**src/aic_pkg.sv**
```systemverilog
package aic_pkg;

    // ************************************************************
    // Data widths and sizes
    // ************************************************************
    localparam int RES_W      = 12;
    localparam int CH_W       = 2;
    localparam int NCH        = 4;
    localparam int FIFO_DEPTH = 16;
    localparam int CNT_W      = 4;

    // ************************************************************
    // Timing
    // ************************************************************
    localparam int  CLK_NS  = 4;
    localparam real ACQ_US  = 0.6;
    localparam int  ACQ_CYC = int'($floor(ACQ_US * 1000.0 / real'(CLK_NS)));
    localparam int  ACQ_W   = 8;

    // ************************************************************
    // Protocol fields and reset values
    // ************************************************************
    localparam logic [CNT_W-1:0] BYTE_BITS   = 4'h8;
    localparam logic [4:0]       HS_CODE_PFX = 5'h01;
    localparam int               CFG_CH_LSB  = 4;
    localparam logic [7:0]       CFG_RESET   = 8'hF0;
    localparam logic [6:0]       DEV_ADDR    = 7'h28;

    typedef struct packed {
        logic [CH_W-1:0]  ch;
        logic [RES_W-1:0] data;
    } aic_result_t;

    typedef struct packed {
        logic scl;
        logic sda;
    } aic_link_t;

    typedef enum logic [2:0] {
        ST_IDLE,
        ST_ADDR,
        ST_AACK,
        ST_WR,
        ST_WACK,
        ST_RD,
        ST_RACK,
        ST_SKIP
    } aic_state_t;

endpackage : aic_pkg

```
**src/aic_mem.sv**
```systemverilog
module aic_mem #(
    parameter int W = 14,
    parameter int D = 16
) (
    input  wire logic                 clk,
    input  wire logic                 rstn,
    input  wire logic                 we,
    input  wire logic [$clog2(D)-1:0] waddr,
    input  wire logic [W-1:0]         wdata,
    input  wire logic [$clog2(D)-1:0] raddr,
    output logic      [W-1:0]         rdata
);

    logic [W-1:0] mem [D];

    always_ff @(posedge clk)
    begin
        if (we)
        begin
            mem[waddr] <= wdata;
        end
    end

    always_ff @(posedge clk or negedge rstn)
    begin
        if (!rstn)
        begin
            rdata <= '0;
        end
        else
        begin
            rdata <= mem[raddr];
        end
    end

endmodule : aic_mem

```
**src/aic_fifo.sv**
```systemverilog
module aic_fifo #(
    parameter int W     = 14,
    parameter int DEPTH = 16
) (
    input  wire logic         clk,
    input  wire logic         rstn,
    input  wire logic         in_valid,
    output logic              in_ready,
    input  wire logic [W-1:0] in_data,
    output logic              out_valid,
    input  wire logic         out_ready,
    output logic      [W-1:0] out_data
);

    localparam int PW = $clog2(DEPTH);

    logic [PW-1:0] wr_ptr;
    logic [PW-1:0] rd_ptr;
    logic [PW:0]   count;
    logic          push;
    logic          pop;

    assign in_ready = (count != (PW+1)'(DEPTH));
    assign push     = in_valid && in_ready;
    assign pop      = out_valid && out_ready;

    always_ff @(posedge clk or negedge rstn)
    begin
        if (!rstn)
        begin
            wr_ptr <= '0;
            rd_ptr <= '0;
            count  <= '0;
        end
        else
        begin
            if (push)
            begin
                wr_ptr <= wr_ptr + 1'b1;
            end
            if (pop)
            begin
                rd_ptr <= rd_ptr + 1'b1;
            end
            count <= count + (PW+1)'(push) - (PW+1)'(pop);
        end
    end

    // Valid lags the count by a cycle so it always matches the registered read data
    always_ff @(posedge clk or negedge rstn)
    begin
        if (!rstn)
        begin
            out_valid <= 1'b0;
        end
        else
        begin
            out_valid <= (count != '0) && !pop;
        end
    end

    aic_mem #(
        .W (W),
        .D (DEPTH)
    ) u_mem (
        .clk   (clk),
        .rstn  (rstn),
        .we    (push),
        .waddr (wr_ptr),
        .wdata (in_data),
        .raddr (rd_ptr),
        .rdata (out_data)
    );

endmodule : aic_fifo

```
**src/aic_read_ctrl.sv**
```systemverilog
// Summary of operation
// - Each result read out as two bytes
// - Unlimited results within one read transfer
// - Acknowledge own read address by pulling low
// - Byte one: zeros, channel id, four MSBs
// - Byte two: low bits, trailing zeros per variant
// - Ninth address edge starts power-up and acquisition
// - Sample and convert after 0.6 us acquisition
// - Master ACK on second byte: convert again
// - Master NACK on second byte: no conversion
// - Follow-on conversion uses next sequence channel
// - Stop gives full shutdown, else partial
// - High speed master code is never acknowledged
// - Repeated start then address is acknowledged
// - High speed held until stop, then fast
// - Shutdown after reset until own read address acknowledged
// - All channels enabled by default
// - Config bits 7..4 enable channels, ascending
// - Config written as one byte after write address
module aic_read_ctrl #(
    parameter int RES_BITS = 12
) (
    input  wire logic                         clk,
    input  wire logic                         rstn,
    input  wire logic                         scl_in,
    input  wire logic                         sda_in,
    output logic                              sda_out,
    output logic                              sda_oe_n,
    output logic                              full_sd,
    output logic                              pwr_up,
    output logic                              hs_mode,
    output logic                              conv_start,
    output logic [aic_pkg::CH_W-1:0]          conv_chan,
    input  wire logic                         res_valid,
    input  wire logic [aic_pkg::RES_W-1:0]    res_data,
    output logic                              res_ready,
    output logic [7:0]                        cfg
);

    // ************************************************************
    // Pin synchronisers and bus conditions
    // ************************************************************
    aic_pkg::aic_link_t sync1;
    aic_pkg::aic_link_t sync2;
    aic_pkg::aic_link_t last;

    always_ff @(posedge clk or negedge rstn)
    begin
        if (!rstn)
        begin
            sync1 <= '{scl: 1'b1, sda: 1'b1};
            sync2 <= '{scl: 1'b1, sda: 1'b1};
            last  <= '{scl: 1'b1, sda: 1'b1};
        end
        else
        begin
            sync1 <= '{scl: scl_in, sda: sda_in};
            sync2 <= sync1;
            last  <= sync2;
        end
    end

    logic scl_rise;
    logic scl_fall;
    logic bus_start;
    logic bus_stop;

    assign scl_rise  = sync2.scl && !last.scl;
    assign scl_fall  = !sync2.scl && last.scl;
    assign bus_start = sync2.scl && last.scl && last.sda && !sync2.sda;
    assign bus_stop  = sync2.scl && last.scl && !last.sda && sync2.sda;

    // ************************************************************
    // Channel sequence and output byte decode
    // ************************************************************
    // Scans upward from the current channel, wrapping; a lone channel repeats
    function automatic logic [1:0] next_en(input logic [3:0] en, input logic [1:0] cur);
        logic [1:0] idx;
        idx     = cur;
        next_en = cur;
        for (int i = 4; i >= 1; i--)
        begin
            idx = cur + 2'(i);
            if (en[idx])
            begin
                next_en = idx;
            end
        end
    endfunction : next_en

    aic_pkg::aic_result_t cur;
    logic                 byte_sel;
    logic [7:0]           out_byte;
    logic [7:0]           low_mask;

    assign low_mask = 8'hFF << (aic_pkg::RES_W - RES_BITS);
    assign out_byte = byte_sel ? (cur.data[7:0] & low_mask)
                               : {2'h0, cur.ch, cur.data[aic_pkg::RES_W-1:8]};

    // ************************************************************
    // Serial state machine
    // ************************************************************
    aic_pkg::aic_state_t             state;
    logic [aic_pkg::CNT_W-1:0]       cnt;
    logic [7:0]                      sh;
    logic                            rw;
    logic                            acked;
    logic                            addr_hit;
    logic                            ack_cont;
    logic                            nack_end;
    logic                            acq_start;

    assign addr_hit  = (state == aic_pkg::ST_AACK) && scl_rise && rw;
    assign ack_cont  = (state == aic_pkg::ST_RACK) && scl_rise && !sync2.sda && byte_sel;
    assign nack_end  = (state == aic_pkg::ST_RACK) && scl_rise && sync2.sda && byte_sel;
    assign acq_start = addr_hit || ack_cont;
    assign sda_out   = 1'b0;

    always_ff @(posedge clk or negedge rstn)
    begin
        if (!rstn)
        begin
            state    <= aic_pkg::ST_IDLE;
            cnt      <= '0;
            sh       <= '0;
            rw       <= 1'b0;
            acked    <= 1'b0;
            byte_sel <= 1'b0;
            sda_oe_n <= 1'b1;
            cfg      <= aic_pkg::CFG_RESET;
        end
        else if (bus_stop)
        begin
            state    <= aic_pkg::ST_IDLE;
            sda_oe_n <= 1'b1;
        end
        else if (bus_start)
        begin
            state    <= aic_pkg::ST_ADDR;
            cnt      <= '0;
            sda_oe_n <= 1'b1;
        end
        else
        begin
            unique case (state)
                aic_pkg::ST_IDLE, aic_pkg::ST_SKIP:
                begin
                end
                aic_pkg::ST_ADDR, aic_pkg::ST_WR:
                begin
                    if (scl_rise)
                    begin
                        sh  <= {sh[6:0], sync2.sda};
                        cnt <= cnt + 1'b1;
                    end
                    else if (scl_fall && cnt == aic_pkg::BYTE_BITS)
                    begin
                        if (state == aic_pkg::ST_WR)
                        begin
                            cfg      <= sh;
                            state    <= aic_pkg::ST_WACK;
                            sda_oe_n <= 1'b0;
                        end
                        else if (sh[7:1] == aic_pkg::DEV_ADDR)
                        begin
                            rw       <= sh[0];
                            state    <= aic_pkg::ST_AACK;
                            sda_oe_n <= 1'b0;
                        end
                        else
                        begin
                            state <= aic_pkg::ST_SKIP;
                        end
                    end
                end
                aic_pkg::ST_AACK:
                begin
                    if (scl_fall)
                    begin
                        cnt      <= '0;
                        byte_sel <= 1'b0;
                        state    <= rw ? aic_pkg::ST_RD : aic_pkg::ST_WR;
                        sda_oe_n <= !rw;
                    end
                end
                aic_pkg::ST_WACK:
                begin
                    // Only one configuration byte is taken per transfer
                    if (scl_fall)
                    begin
                        sda_oe_n <= 1'b1;
                        state    <= aic_pkg::ST_SKIP;
                    end
                end
                aic_pkg::ST_RD:
                begin
                    if (scl_rise)
                    begin
                        cnt <= cnt + 1'b1;
                    end
                    else if (scl_fall)
                    begin
                        if (cnt == aic_pkg::BYTE_BITS)
                        begin
                            state    <= aic_pkg::ST_RACK;
                            sda_oe_n <= 1'b1;
                        end
                        else
                        begin
                            sda_oe_n <= out_byte[3'(4'h7 - cnt)];
                        end
                    end
                end
                aic_pkg::ST_RACK:
                begin
                    if (scl_rise)
                    begin
                        acked <= !sync2.sda;
                    end
                    else if (scl_fall)
                    begin
                        if (acked)
                        begin
                            // First bit of the first byte is a zero bit; of the second byte it is data bit 7 under low_mask
                            state    <= aic_pkg::ST_RD;
                            cnt      <= '0;
                            byte_sel <= !byte_sel;
                            sda_oe_n <= byte_sel ? 1'b0 : (cur.data[7] & low_mask[7]);
                        end
                        else
                        begin
                            state <= aic_pkg::ST_SKIP;
                        end
                    end
                end
            endcase
        end
    end

    // ************************************************************
    // Power and speed mode
    // ************************************************************
    always_ff @(posedge clk or negedge rstn)
    begin
        if (!rstn)
        begin
            full_sd <= 1'b1;
        end
        else if (bus_stop)
        begin
            full_sd <= 1'b1;
        end
        else if (addr_hit)
        begin
            full_sd <= 1'b0;
        end
    end

    always_ff @(posedge clk or negedge rstn)
    begin
        if (!rstn)
        begin
            hs_mode <= 1'b0;
        end
        else if (bus_stop)
        begin
            hs_mode <= 1'b0;
        end
        else if (state == aic_pkg::ST_ADDR && scl_fall && cnt == aic_pkg::BYTE_BITS
                 && sh[7:3] == aic_pkg::HS_CODE_PFX)
        begin
            hs_mode <= 1'b1;
        end
    end

    // ************************************************************
    // Acquisition, conversion and result path
    // ************************************************************
    logic [aic_pkg::ACQ_W-1:0] acq_cnt;
    logic [1:0]                ptr;
    logic [1:0]                acq_chan;
    logic [3:0]                ch_en;
    logic                      pending;
    logic                      fifo_valid;
    aic_pkg::aic_result_t      fifo_data;
    logic                      pop;

    assign ch_en    = cfg[aic_pkg::CFG_CH_LSB +: aic_pkg::NCH];
    assign acq_chan = addr_hit ? next_en(ch_en, 2'h3) : ptr;
    assign pop      = pending && fifo_valid;

    always_ff @(posedge clk or negedge rstn)
    begin
        if (!rstn)
        begin
            acq_cnt    <= '0;
            conv_start <= 1'b0;
            conv_chan  <= '0;
            ptr        <= '0;
            pwr_up     <= 1'b0;
        end
        else
        begin
            conv_start <= (acq_cnt == 8'h01);
            if (acq_start)
            begin
                acq_cnt   <= aic_pkg::ACQ_W'(aic_pkg::ACQ_CYC);
                pwr_up    <= 1'b1;
                conv_chan <= acq_chan;
                ptr       <= next_en(ch_en, acq_chan);
            end
            else
            begin
                if (acq_cnt != '0)
                begin
                    acq_cnt <= acq_cnt - 1'b1;
                end
                if (res_valid && res_ready)
                begin
                    pwr_up <= 1'b0;
                end
            end
        end
    end

    // A result may land mid-byte; bits not yet shifted show the new value
    always_ff @(posedge clk or negedge rstn)
    begin
        if (!rstn)
        begin
            pending <= 1'b0;
            cur     <= '0;
        end
        else
        begin
            if (acq_start)
            begin
                pending <= 1'b1;
            end
            else if (pop)
            begin
                pending <= 1'b0;
            end
            if (pop)
            begin
                cur <= fifo_data;
            end
        end
    end

    aic_fifo #(
        .W     ($bits(aic_pkg::aic_result_t)),
        .DEPTH (aic_pkg::FIFO_DEPTH)
    ) u_fifo (
        .clk       (clk),
        .rstn      (rstn),
        .in_valid  (res_valid),
        .in_ready  (res_ready),
        .in_data   ({conv_chan, res_data}),
        .out_valid (fifo_valid),
        .out_ready (pending),
        .out_data  (fifo_data)
    );

    // ************************************************************
    // Checks
    // ************************************************************
    localparam int ACQ_D   = aic_pkg::ACQ_CYC;
    // The sample pulse is registered off the last count, so it is seen one cycle later
    localparam int ACQ_END = aic_pkg::ACQ_CYC + 1;
endmodule : aic_read_ctrl

```
**config.mk**
```make
export PLATFORM = sky130hd
export DESIGN_NAME = aic_read_ctrl
export DESIGN_NICKNAME = d
export VERILOG_FILES = /design/src/aic_pkg.sv /design/src/aic_mem.sv /design/src/aic_fifo.sv /design/src/aic_read_ctrl.sv
export SDC_FILE = /design/constraint.sdc
export NUM_CORES = 1
export LEC_CHECK = 0
export ABC_AREA = 0
export BUFFER_PORTS_ARGS = -buffer_cell sky130_fd_sc_hd__buf_2
export CAP_MARGIN = 10
export CORE_MARGIN = 4
export CORE_UTILIZATION = 35
export CTS_CLUSTER_SIZE = 14
export DETAILED_ROUTE_END_ITERATION = 10
export PLACE_DENSITY = 0.53
export SLEW_MARGIN = 20
export SYNTH_ARGS = -nofsm -noshare
export SYNTH_HDL_FRONTEND = slang
export SYNTH_SLANG_ARGS = --single-unit
```
**constraint.sdc**
```tcl
create_clock -name clk -period 2.7 [get_ports clk]
set_clock_uncertainty 0.1 [all_clocks]
set_input_delay 0.54 -clock clk [delete_from_list [all_inputs] [get_ports clk]]
set_output_delay 0.54 -clock clk [all_outputs]
set_load 0.1 [all_outputs]
```
== Word-level counts from Yosys, hierarchy flattened ==
Memories as Yosys holds them, arrays and structs flattened. A register that Yosys moved wholly into a read port is not among the register bits.
Cells that the tools add are included.

* $add $sub $neg: 10
* Magnitude comparators: 4
* Eq/ne operators: 31
* Multiplexer cells: 72
* Bitwise gates (word level): 4
* Reduce and logical (&&, ||, !) cells: 48

{| class="wikitable"
|+ Operators by type and width
! kind !! number
|-
| 3-bit 2-to-1 mux || 14
|-
| 4-bit != test, second input constant || 10
|-
| 1-bit 2-to-1 mux || 34
|-
| 4-bit 2-to-1 mux || 6
|-
| 8-bit 2-to-1 mux || 3
|-
| 7-bit AND reduction || 3
|-
| 1-bit logical AND || 19
|-
| 3-bit case mux with 5 select lines || 1
|-
| 2-bit 2-to-1 mux || 7
|-
| 4-bit by 1-bit adder with 4-bit output, second input constant || 3
|-
| 3-bit != test, second input constant || 4
|-
| 4-bit case mux with 3 select lines || 1
|-
| 2-bit nonzero test || 6
|-
| 11-bit AND reduction || 1
|-
| 5-bit != test, second input constant || 2
|-
| 10-bit AND reduction || 1
|-
| 3-bit == test, second input constant || 3
|-
| 2-bit by 3-bit less-than comparator with 1-bit output, second input constant || 3
|-
| 8-bit by 1-bit == test with 1-bit output, second input constant || 1
|-
| 1-bit logical NOT || 8
|-
| 2-bit != test, second input constant || 4
|-
| 4-bit AND reduction || 2
|-
| 8-bit nonzero test || 1
|-
| 8-bit by 1-bit subtractor with 8-bit output, second input constant || 1
|-
| other kinds (24) || 31
|}

* Register bits: 78
* Memory bits (writable): 224
* Input bits: 17
* Output and inout bits: 17
* Word-level logic and storage cells: 198
* Memories: 1

{| class="wikitable"
|+ Memory list
! memory !! depth !! bits a word !! read ports !! clocked after Yosys merged registers in !! wr ports !! line !! RTL
|-
| u_fifo.u_mem.mem || 16 || 14 || 1 || 1 || 1 || aic_mem.sv:14 || <nowiki>logic [W-1:0] mem [D];</nowiki>
|}

== Depth between registers and ports, before layout ==
Gate-level depths: netlist of the first run.

* Depth in word-level cells: 11
* Depth in mapped cells: 13
* Gate-level depth less buffers: 12

== Cells and area by module ==
Synthesis of the first run repeated with hierarchy kept, for this count alone.

* Cells, all modules: 747
* Area, all modules: 12873.6 um^2

{| class="wikitable"
|+ By module, submodules not included
! module !! instances !! cells an instance !! area an instance (um^2) !! seq. area each (um^2)
|-
| aic_mem || 1 || 379 || 8833.5 || 7076.8
|-
| aic_read_ctrl || 1 || 308 || 3303.2 || 1616.6
|-
| aic_fifo || 1 || 60 || 737.0 || 350.3
|}

== Worst setup path before layout of the first run ==
OpenSTA, ideal clock, no wires.

* Path kind: register to register
* Start point: register u_fifo.count[2]
* End point: memory u_fifo.u_mem.mem[3][0] (enable)
* Setup time: 403 ps
* Data arrival time: 3039 ps
* Required time: 2197 ps
* Path slack: -842 ps
* Cell stages (with the launch flop): 8
* Buffers on the path: 1
* Period minus slack after synthesis: 3542 ps
* Cell sequence: dfrtp_1 > inv_1 > ha_1 > nand3_1 > and2_1 > clkbuf_1 > nand2_1 > nor3_1

* Longest elaborated chain between the ends: 4

{| class="wikitable"
|+ Ends and longest elaborated chain
! what !! line !! RTL
|-
| start: declaration || aic_fifo.sv:19 || <nowiki>logic [PW:0] count;</nowiki>
|-
| start signal: assignment || aic_fifo.sv:45 || <nowiki>count <= count + (PW+1)'(push) - (PW+1)'(pop);</nowiki>
|-
| 5-bit != test || aic_fifo.sv:23 || <nowiki>assign in_ready = (count != (PW+1)'(DEPTH));</nowiki>
|-
| net res_ready || aic_read_ctrl.sv:36 || <nowiki>output logic res_ready,</nowiki>
|-
| 1-bit logical AND || aic_fifo.sv:24 || <nowiki>assign push = in_valid && in_ready;</nowiki>
|-
| net u_fifo.push || aic_fifo.sv:20 || <nowiki>logic push;</nowiki>
|-
| 1-bit 2-to-1 mux || aic_mem.sv:18 || <nowiki>if (we)</nowiki>
|-
| 1-bit 2-to-1 mux (implied by the code) || aic_mem.sv:20 || <nowiki>mem[waddr] <= wdata;</nowiki>
|-
| end: declaration || aic_mem.sv:14 ||
|}

The timed path passes the listed nets, and every way through them passes these cells.

== Worst setup path after layout of the first run ==
* Start point: register conv_chan[1] in the netlist's numbering
* End point: output conv_chan[1] in the netlist's numbering

{| class="wikitable"
|+ RTL lines
! what !! line !! RTL
|-
| start: declaration || aic_read_ctrl.sv:33 || <nowiki>output logic [aic_pkg::CH_W-1:0] conv_chan,</nowiki>
|-
| start signal: assignment || aic_read_ctrl.sv:309 || <nowiki>conv_chan <= acq_chan;</nowiki>
|}

No word-level cell between the ends.

==> impl_summary.txt, run 1 <==
----------------------------------------------------
[Outcome]
  Run status ... finished, final reports clean

[Power and ir drop]
  Part of the power in the clock network ... a little under a third
  Internal power ... ~11 mW
  Power per Cell Area ... ~1000 mW/mm2
  Comb power frac ... around 23%
  Sequential share of power ... 45.6%
  Switching power ... 4.33 mW
  Fraction of power spent switching nets ... 28.9%
  Max rail drop VDD ... ~0.00043 V
  P_leak ... about 5.2 nW

[Clocking]
  Number of clock buffers inserted by TritonCTS ... 34
  Clock insertion delay at the later pin of the skew report ... approximately 520 ps
  Max clock buf depth ... 3
  CTS Root Buffer Type ... sky130_fd_sc_hd__clkbuf_16
  Clk sink count ... about 320
  TritonCTS clock tree ... done
  Clock-pin slew reported for the worst setup and hold paths after clock tree synthesis ... about 60 ps
  H-tree level count ... 2

[STA]
  Transition at the pin with the smallest max-transition slack ... between 800 and 900 ps
  Part of the cycle the worst path needs ... between 80% and 90%
  Slew Limit Headroom ... 42.3%
  Unrepaired setup endpoints after global routing ... no
  Setup violators final ... 0
  Final slew viol count ... 0
  Final Critical Period ... approximately 2400 ps
  Final Hold Viols ... 0
  Total Negative Setup Slacks ... 0 ps
  Highest attainable clock frequency ... about 0.42 GHz
  PnR worst setup slack ... 317 ps

[Setup path]
  Kind of critical path ... flip-flop to output port
  Depth of the most critical reg-to-reg path ... 6
  Critical path fanouts, max ... 18
  Startpoint kind of the worst setup timing path ... flip-flop
  Chain of cells forming the critical path ... buf_2
  Required time of the worst setup path ... roughly 2100 ps
  Critical path's largest stage delay ... 690 ps
  FF-to-FF End ... cfg[2]
  Startpoint of the most critical register-to-register path ... cnt[1]
  R2r setup slk ... about 400 ps
  Cell at the slowest stage of the critical path ... sky130_fd_sc_hd__dfrtp_1
  Cell type group with the largest total delay on the critical path ... flip-flops
  Type of element capturing the critical path ... output port
  CP Data Arrival Time ... between 1500 and 2000 ps
  Buffering stage count on the worst path with inverters included ... 1

[Floorplanning]
  Area of the placeable core ... 0.0358 mm2
  Num rows ... between 60 and 70
  Starting Density ... a little over a third
  Ports placed on the boundary ... 34
  Die footprint ... 0.0396 mm2
  Die height ... between 150 and 200 um
  Die Wd ... 199 um

[Worst hold path]
  Cells on Worst Hold Path ... 1
  Path category of the worst min-delay check ... input port to flip-flop
  Startpoint of the worst hold path ... scl_in
  Hold path endpoint ... sync1[1]

[Routing]
  Via/cell ratio ... between 5 and 6
  Starting DRC count in detailed routing ... approximately 400
  Remaining DRCs ... 0
  Final wirelength ... about 27 mm
  Routed length per placed instance ... about 22 um
  Post-route ant nets ... 0
  Detailed Routing Iterations Pass 1 ... 5
  Vias ... around 6500

[Finish]
  Number of nets in the layout ... 804
  Post-route core utilization ... approximately 41%
  Signed area change from the synthesized netlist to the final layout ... 16.0%
  Ratio of cells with drive above 1 in the final layout ... 31.1%
  Antenna diode count ... 0

[Logic synthesis]
  Library cell occupying the most area in the post-synthesis netlist ... sky130_fd_sc_hd__edfxtp_1
  Net count after synthesis ... 739
  Post-synth design cell area ... between 0.01 and 0.015 mm2
  Syn Area/Cell ... about 18 um2
  Leading cell types by count after synthesis ... 224 x sky130_fd_sc_hd__edfxtp_1, 80 x sky130_fd_sc_hd__dfrtp_1, 72 x sky130_fd_sc_hd__mux4_2
  Area fraction of the dominant cell type after synthesis ... a little over half
  Number of enable-type register cells in the synthesized netlist ... around 220
  Synthesized instance count ... between 700 and 800
  Distinct cell type count of the synthesized netlist ... just over 60
  Sequential cell area fraction in the yosys report ... 70.8%
  Number of synthesized register bits ... about 320
  Main flop type after synthesis ... sky130_fd_sc_hd__edfxtp_1
  Share of flip-flops with an asynchronous set or reset after synthesis ... between 20% and 30%
  Synth warn ... 0
  Cell with the most instances after synthesis ... sky130_fd_sc_hd__edfxtp_1
  Most area-consuming cells after synthesis ... sky130_fd_sc_hd__edfxtp_1 53%, sky130_fd_sc_hd__dfrtp_1 16%, sky130_fd_sc_hd__mux4_2 13%

[Place]
  Total of buffers placed on input and output ports ... 32
  Pre-CTS setup slack ... 396 ps
  Placed wire-length estimate after detailed placement ... around 16 mm
  Placer Congestion ... a little over 0.8

[GRT]
  Top Usage Layer GRT ... met2
  Via count of the first global-routing pass ... 6804
  Met2 capacity usage during global routing ... around a quarter
  Antenna violations before repair ... 1
  Total congestion overflow after global routing ... 0
  Met3 track demand over resource ... approximately 2.7%
  Routing usage on met1 ... 18.5%
  Total Routing Usage GR ... ~14%
  Largest net degree at the start of global routing ... 42
  First-pass GRT wire length ... 41.4 mm

[Run]
  Number of max-capacitance violations reported ... 0

----------------------------------------------------
how the worst max path moves through the flow:
stage / cells after the start / slack [ps] / endpoint / startpoint
finish: 1 / 320 / conv_chan[1] / conv_chan[1]
detailed placement: 3 / 400 / u_fifo.u_mem.rdata[8] / u_fifo.rd_ptr[0]
global route: 6 / 170 / cfg[0] / cnt[1]
global placement: 3 / 440 / u_fifo.u_mem.rdata[8] / u_fifo.rd_ptr[0]
floorplan: 7 / 40 / u_fifo.u_mem.mem[7][0] / u_fifo.count[2]
CTS: 1 / 270 / conv_chan[1] / conv_chan[1]
state kept, by name, summed over array words and instances (netlist names), 2 cells and up:
name	count
u_fifo.wr_ptr	4
last	2
u_fifo.count	5
sh	8
u_fifo.u_mem.mem	224
sync1	2
cfg	8
u_fifo.u_mem.rdata	14
acq_cnt	8
conv_chan	2
state	3
u_fifo.rd_ptr	4
cnt	4
ptr	2
cur	14
sync2	2
cell usage in the layout, fill, tap and decap left out, types with 6 or more instances in the layout:
cell / count
sky130_fd_sc_hd__xnor2_1: 11
sky130_fd_sc_hd__inv_1: 26
sky130_fd_sc_hd__a21oi_1: 18
sky130_fd_sc_hd__clkbuf_1: 6
sky130_fd_sc_hd__mux4_2: 72
sky130_fd_sc_hd__nand3_1: 6
sky130_fd_sc_hd__buf_2: 31
sky130_fd_sc_hd__mux2_2: 33
sky130_fd_sc_hd__nand2b_1: 7
sky130_fd_sc_hd__o21ai_0: 16
sky130_fd_sc_hd__a31oi_1: 6
sky130_fd_sc_hd__nor2_2: 6
sky130_fd_sc_hd__nor3_1: 9
sky130_fd_sc_hd__buf_4: 26
sky130_fd_sc_hd__nand2_1: 26
sky130_fd_sc_hd__ha_1: 15
sky130_fd_sc_hd__dfrtp_1: 78
sky130_fd_sc_hd__edfxtp_1: 224
sky130_fd_sc_hd__dfstp_2: 12
sky130_fd_sc_hd__clkbuf_16: 35
sky130_fd_sc_hd__mux2i_1: 8
sky130_fd_sc_hd__nor2_1: 28
power by group through the flow:
stage	sequential [mW]	clock (mW)	combinational [mW]
global placement	6.90	0	3.31
finish	6.84	4.76	3.38
detailed placement	6.95	0	3.44
CTS	6.86	4.89	3.44
global route	6.96	5.10	3.71
floorplan	6.73	0	2.63
cell type report:
type / instances / area [um2]
repair buffers: 62 / 440
clock inverters: 17 / 209
inverters: 26 / 97.6
fillers: 3126 / 21000
clock buffers: 45 / 953
multi-input cells: 331 / 3500
flip-flops and latches: 316 / 9050
well taps: 461 / 577
routing by layer:
layer,vias to the layer above,part of all wire [%]
met5,-,0.048
met4,2,2.1
met3,45,4.0
met2,124,50
met1,3440,43
li1,2884,-
through the flow:
stage | hold slack [ps] | cells | total power, mW | instance area, um2
global route | 6.16 | 1258 | 15.8 | 14800
CTS | 1.44 | 1258 | 15.2 | 14800
finish | 26.8 | 1258 | 15.0 | 14800
detailed placement | 248 | 1195 | 10.4 | 13700
global placement | 252 | 1195 | 10.2 | 13700
floorplan | 144 | 706 | 9.36 | 12800
what timing repair did:
item | 4_1_cts | 5_1_grt
hold buffers | 1 | 0
hold endpoints to repair | 33 | 0
endpoints found under the setup margin | 0 | 0
buffers inserted | 0 | 0
gates resized for setup | 0 | 0
cells by family (layout without fill, tap and decap cells):
group,after synthesis,in the layout,share of synthesized area [%]
fa+ha+maj,16,16,1.63
xor+xnor,13,13,0.891
simple gates,121,121,4.80
buf+inv,59,150,2.20
compound gates,66,66,3.36
other cells,1,1,0.0293
mux,114,114,16.3
flops,316,316,70.8
Note: power is estimated with default switching activity, not from simulation.
==> run 2, diff against run 1 <==
Settings changed: CORE_ASPECT_RATIO from default to 1.75, SETUP_SLACK_MARGIN from default to 0.4.
==> run 2 against run 1 <==
First-iteration DRC count is 23% lower; register-to-register slack gained 100 ps; combinational power rose by 9.5%; largest cell class unchanged.
==> impl_summary.txt, run 2 (synthesis results as in run 1) <==
----------------------------------------------------
[Outcome]
  Run status ... finished, final reports clean

[Power and ir drop]
  Max rail drop VDD ... around 0.00053 V
  Power per Cell Area ... 980 mW/mm2
  Part of the power in the clock network ... between 20% and 30%
  Switching power ... roughly 4.4 mW
  P_leak ... 5.25 nW
  Comb power frac ... roughly 25%
  Fraction of power spent switching nets ... 29.9%
  Internal power ... 10.2 mW
  Sequential share of power ... 46.7%

[Worst hold path]
  Cells on Worst Hold Path ... 0
  Path category of the worst min-delay check ... flip-flop to flip-flop
  Hold path endpoint ... sync2[1]
  Startpoint of the worst hold path ... sync1[1]

[Setup path]
  Cell type group with the largest total delay on the critical path ... flip-flops
  Type of element capturing the critical path ... output port
  Buffering stage count on the worst path with inverters included ... 1
  R2r setup slk ... around 500 ps
  CP Data Arrival Time ... between 1500 and 2000 ps
  Startpoint kind of the worst setup timing path ... flip-flop
  Startpoint of the most critical register-to-register path ... u_fifo.count[3]
  Critical path fanouts, max ... 8
  Kind of critical path ... flip-flop to output port
  Depth of the most critical reg-to-reg path ... 7
  FF-to-FF End ... u_fifo.u_mem.mem[1][7]
  Cell at the slowest stage of the critical path ... sky130_fd_sc_hd__dfstp_2
  Chain of cells forming the critical path ... buf_2
  Number of gates on the worst path with buffers counted ... 1
  Critical path's largest stage delay ... about 610 ps
  Required time of the worst setup path ... between 2000 and 2500 ps

[STA]
  Unrepaired setup endpoints after global routing ... yes
  Highest attainable clock frequency ... around 0.44 GHz
  Setup violators final ... 0
  Final Hold Viols ... 0
  Transition at the pin with the smallest max-transition slack ... around 650 ps
  Final slew viol count ... 0
  Slew Limit Headroom ... between 50% and 60%
  Worst hold slack across all endpoints ... between 200 and 300 ps
  Part of the cycle the worst path needs ... between 80% and 90%
  Total Negative Setup Slacks ... 0 ps
  Final Critical Period ... 2260 ps

[Routing]
  Detailed Routing Iterations Pass 1 ... 4
  Via/cell ratio ... between 5 and 6
  Final wirelength ... 28.1 mm
  Post-route ant nets ... 0
  Remaining DRCs ... 0
  Vias ... 6538
  Routed length per placed instance ... roughly 22 um
  Starting DRC count in detailed routing ... 311

[GRT]
  Total Routing Usage GR ... ~14%
  Largest net degree at the start of global routing ... 60
  Via count of the first global-routing pass ... ~7100
  Total congestion overflow after global routing ... 0
  First-pass GRT wire length ... roughly 43 mm
  Antenna violations before repair ... 1

[Run]
  Number of max-capacitance violations reported ... 0

[Clocking]
  Clock-pin slew reported for the worst setup and hold paths after clock tree synthesis ... around 60 ps
  TritonCTS clock tree ... done
  Max clock buf depth ... 3
  CTS Root Buffer Type ... sky130_fd_sc_hd__clkbuf_16
  Clock insertion delay at the later pin of the skew report ... approximately 560 ps
  Number of clock buffers inserted by TritonCTS ... 29
  Post-CTS setup repair buffer count ... 0
  Clk sink count ... 316
  H-tree level count ... 1

[Finish]
  Number of nets in the layout ... 814
  Flip-flop count of the largest register, all copies and words added ... approximately 220
  Commonest cells after routing, fill and taps aside ... 224 x sky130_fd_sc_hd__edfxtp_1, 77 x sky130_fd_sc_hd__dfrtp_1, 72 x sky130_fd_sc_hd__mux4_2, 39 x sky130_fd_sc_hd__buf_4, 33 x sky130_fd_sc_hd__mux2_2
  Regs by FF count ... u_fifo.u_mem.mem (224), cur (14), u_fifo.u_mem.rdata (14)
  Signed area change from the synthesized netlist to the final layout ... 16.6%
  Register containing the most flip-flops in the final layout ... u_fifo.u_mem.mem
  Leading cell type in the layout, fill and taps excluded ... sky130_fd_sc_hd__edfxtp_1
  Antenna diode count ... 0
  Post-route core utilization ... about two fifths
  Ratio of cells with drive above 1 in the final layout ... around a third

[Floorplanning]
  Die Wd ... 152 um
  Die footprint ... roughly 0.04 mm2
  Die height ... approximately 260 um
  Ports placed on the boundary ... 34
  Area of the placeable core ... about 0.036 mm2
  Num rows ... a little over 90
  Starting Density ... a little over a third

[Place]
  Placed wire-length estimate after detailed placement ... just under 20 mm
  Total of buffers placed on input and output ports ... 32
  Placer Congestion ... around 0.85

----------------------------------------------------
## run 2: layout make-up
| class | instances | area (um2) |
|---|---|---|
| Clock buffer | 45 | 843 |
| Clock inverter | 9 | 105 |
| Fill cell | 3176 | 21100 |
| Inverter | 26 | 97.6 |
| Multi-Input combinational cell | 331 | 3590 |
| Sequential cell | 316 | 9050 |
| Tap cell | 470 | 588 |
| Timing Repair Buffer | 77 | 618 |
## run 2: worst max path at each step
stage                               start  slack, ps                     end
final                              cfg[6]        440                  cfg[6]
after CTS                    conv_chan[1]        370            conv_chan[1]
after global routing             state[2]        370                  ptr[1]
after detailed placement           cnt[1]        300                  cfg[2]
after floorplan           u_fifo.count[3]        400  u_fifo.u_mem.mem[7][0]
after global placement             cnt[1]        430                  cfg[0]
## run 2: timing repair
item,in CTS,in global routing
gates resized for setup,6,4
endpoints found under the setup margin,10,14
hold endpoints to repair,31,0
hold buffers,3,0
pin swaps,0,1
## run 2: per-layer routing
| layer | GRT usage, % | up-vias | share of wire (%) | routed length (um) |
|---|---|---|---|---|
| li1 | - | 2909 | - | - |
| met1 | 14.3 | 3449 | 34 | 9460 |
| met2 | 29.7 | 130 | 60 | 16900 |
| met3 | 1.86 | 50 | 3.3 | 931 |
| met4 | 4.41 | 0 | 2.9 | 822 |
| met5 | 0 | - | 0 | 0 |
## run 2: metrics by stage
step	cells	area, um2	setup WS [ps]	total power [mW]
after floorplan	706	12900	401	9.46
after global placement	1217	13900	426	10.5
after detailed placement	1217	13900	304	10.7
after CTS	1274	14900	366	14.8
after global routing	1274	14900	370	15.3
final	1274	14900	442	14.6
## run 2: power by group through the flow
stage	clock, mW	sequential, mW	combinational [mW]
final	4.07	6.83	3.70
after global routing	4.37	6.94	4.03
after CTS	4.20	6.84	3.77
after detailed placement	0	6.93	3.75
after global placement	0	6.87	3.60
after floorplan	0	6.74	2.72
==> run 3, diff against run 2 <==
Clock period 2.7 ns to 2 ns, I/O delays scaled along.
==> run 3 against run 2 <==
The flow now finishes with violations (negative setup slack); sequential power increased by 32%; register-to-register slack got worse by 530 ps; routed wire length increased by 11%; non-clock buffer count up 99; die area stayed put; design area rose by 15%; global-route usage up 1.4 points; sequential share of layout area shrank 7.7 points; core utilization increased by 6.0 points; total power increased by 52%.
==> impl_summary.txt, run 3 (synthesis results as in run 1) <==
----------------------------------------------------
[Setup path]
  Buffering stage count on the worst path with inverters included ... 2
  Critical path's largest stage delay ... ~400 ps
  Startpoint kind of the worst setup timing path ... flip-flop
  Chain of cells forming the critical path ... inv_2, ha_4, nand3b_1, nor4b_4, and3_4, buf_12, mux2_4
  Number of gates on the worst path with buffers counted ... 7
  CP Data Arrival Time ... ~2400 ps
  Depth of the most critical reg-to-reg path ... 7
  Cell at the slowest stage of the critical path ... sky130_fd_sc_hd__dfrtp_1
  R2r setup slk ... -30 ps
  Cell type group with the largest total delay on the critical path ... simple AND/OR/NAND/NOR gates
  Worst setup path startpoint ... cnt[1]
  Kind of critical path ... flip-flop to flip-flop
  FF-to-FF End ... cfg[2]
  Type of element capturing the critical path ... flip-flop
  Required time of the worst setup path ... 2340 ps
  Critical path fanouts, max ... 8
  Startpoint of the most critical register-to-register path ... cnt[1]

[Worst hold path]
  Cells on Worst Hold Path ... 1
  Startpoint of the worst hold path ... res_data[6]
  Hold path endpoint ... u_fifo.u_mem.mem[9][6]
  Path category of the worst min-delay check ... input port to flip-flop

[Finish]
  Ratio of cells with drive above 1 in the final layout ... 48.3%
  Regs by FF count ... u_fifo.u_mem.mem (224), cur (14), u_fifo.u_mem.rdata (14)
  Register containing the most flip-flops in the final layout ... u_fifo.u_mem.mem
  Number of inserted filler cells in the final layout ... 2946
  Register area ... 0.00906 mm2
  Leading cell type in the layout, fill and taps excluded ... sky130_fd_sc_hd__edfxtp_1
  Commonest cells after routing, fill and taps aside ... 224 x sky130_fd_sc_hd__edfxtp_1, 77 x sky130_fd_sc_hd__dfrtp_1, 72 x sky130_fd_sc_hd__mux4_2, 60 x sky130_fd_sc_hd__buf_4, 43 x sky130_fd_sc_hd__buf_12
  Signed area change from the synthesized netlist to the final layout ... 33.5%
  Antenna diode count ... 0
  Number of nets in the layout ... 913
  Flip-flop count of the largest register, all copies and words added ... roughly 220
  Area of combinational cells with multiple inputs ... about 0.0042 mm2

[Clocking]
  Max clock buf depth ... 3
  CTS Root Buffer Type ... sky130_fd_sc_hd__clkbuf_16
  Clock-pin slew reported for the worst setup and hold paths after clock tree synthesis ... ~60 ps
  TritonCTS clock tree ... done
  Clock insertion delay at the later pin of the skew report ... 560 ps
  Number of clock buffers inserted by TritonCTS ... 29
  H-tree level count ... 1
  Clk sink count ... roughly 320

[Routing]
  Via/cell ratio ... a little over 5
  Remaining DRCs ... 0
  Detailed Routing Iterations Pass 1 ... 4
  Final wirelength ... between 30 and 40 mm
  Starting DRC count in detailed routing ... between 300 and 400
  Routed length per placed instance ... about 23 um
  Vias ... 7026
  Post-route ant nets ... 0

[Place]
  Placer Congestion ... roughly 0.8
  Pre-CTS setup slack ... -59.4 ps
  Placed wire-length estimate after detailed placement ... roughly 19 mm
  Total of buffers placed on input and output ports ... 32

[Power and ir drop]
  Max rail drop VDD ... approximately 0.00076 V
  P_leak ... between 6 and 7 nW
  Power per Cell Area ... ~1300 mW/mm2

[STA]
  Final slew viol count ... 0
  Highest attainable clock frequency ... about 0.49 GHz
  Setup violators final ... 29
  Unrepaired setup endpoints after global routing ... yes
  Final Hold Viols ... 0
  Final Critical Period ... 2030 ps
  Part of the cycle the worst path needs ... 102%
  PnR worst setup slack ... -31.9 ps
  Total Negative Setup Slacks ... -512 ps

[Outcome]
  Run status ... finished, violations left
  Violations in the final reports ... negative setup slack

[Floorplanning]
  Die footprint ... slightly below 0.04 mm2
  Num rows ... a little over 90
  Ports placed on the boundary ... 34
  Starting Density ... about 35%
  Die height ... between 200 and 300 um
  Die Wd ... 152 um
  Area of the placeable core ... 0.0360 mm2

[GRT]
  Antenna violations before repair ... 0
  Total congestion overflow after global routing ... 0
  Total Routing Usage GR ... approximately 16%
  Largest net degree at the start of global routing ... 58
  Via count of the first global-routing pass ... a little under 8000
  First-pass GRT wire length ... between 40 and 50 mm

[Run]
  Number of max-capacitance violations reported ... 0

----------------------------------------------------
==> run 3: area by class of cell <==
cell class	count	share of cell area (%)
Inverter	26	0.572
Tap cell	470	3.45
Sequential cell	316	53.1
Multi-Input combinational cell	331	24.4
Timing Repair Buffer	176	12.7
Clock buffer	42	4.83
Clock inverter	10	0.880
==> run 3: layer usage <==
metal	up-vias	share of wire, %	GRT usage, %
met5	-	0	0
met4	0	2.8	4.61
met3	46	2.8	1.99
met2	128	60	31.8
met1	3743	35	16.6
li1	3109	-	-
==> run 3: where the power goes <==
| group | switching [mW] | leakage, nW | internal, mW |
|---|---|---|---|
| combinational | 3.58 | 2.50 | 3.92 |
| clock | 2.35 | 0.476 | 3.36 |
| sequential | 0.748 | 3.15 | 8.27 |
| total | 6.68 | 6.12 | 15.6 |
==> run 3: worst register-to-register path, delay by kind of cell (launching register included) <==
kind	cells	cell delay (ps)
buf+inv	2	220
mux	1	300
fa+ha+maj	1	120
flops	1	400
simple gates	3	770
==> run 3: stage by stage <==
step | util, % | cell area (um2) | cells | hold WS, ps | power [mW]
2_1_floorplan | - | 13100 | 706 | 4.41 | 13.0
3_3_place_gp | 39.8 | 14300 | 1238 | 168 | 14.6
3_5_place_dp | 39.8 | 14300 | 1238 | 171 | 14.9
4_1_cts | 46.0 | 16600 | 1344 | 92.6 | 21.8
5_1_grt | 47.3 | 17100 | 1371 | 117 | 23.3
6_report | 47.3 | 17100 | 1371 | 120 | 22.2
==> run 3: what timing repair did <==
| action | CTS | global route |
|---|---|---|
| buffers inserted | 47 | 24 |
| gates resized for setup | 174 | 55 |
| setup endpoints to repair | 299 | 304 |
| endpoints found under the hold margin | 82 | 0 |
| gates cloned | 4 | 3 |
| pin swaps | 28 | 21 |
| hold buffers | 3 | 0 |
==> run 3: worst max path at each step <==
stage	endpoint	slack, ps
finish	cfg[2]	-30
global route	u_fifo.count[4]	-100
detailed placement	cfg[2]	-60
global placement	u_fifo.count[4]	-20
CTS	u_fifo.u_mem.rdata[8]	-20
floorplan	u_fifo.u_mem.mem[12][0]	-280
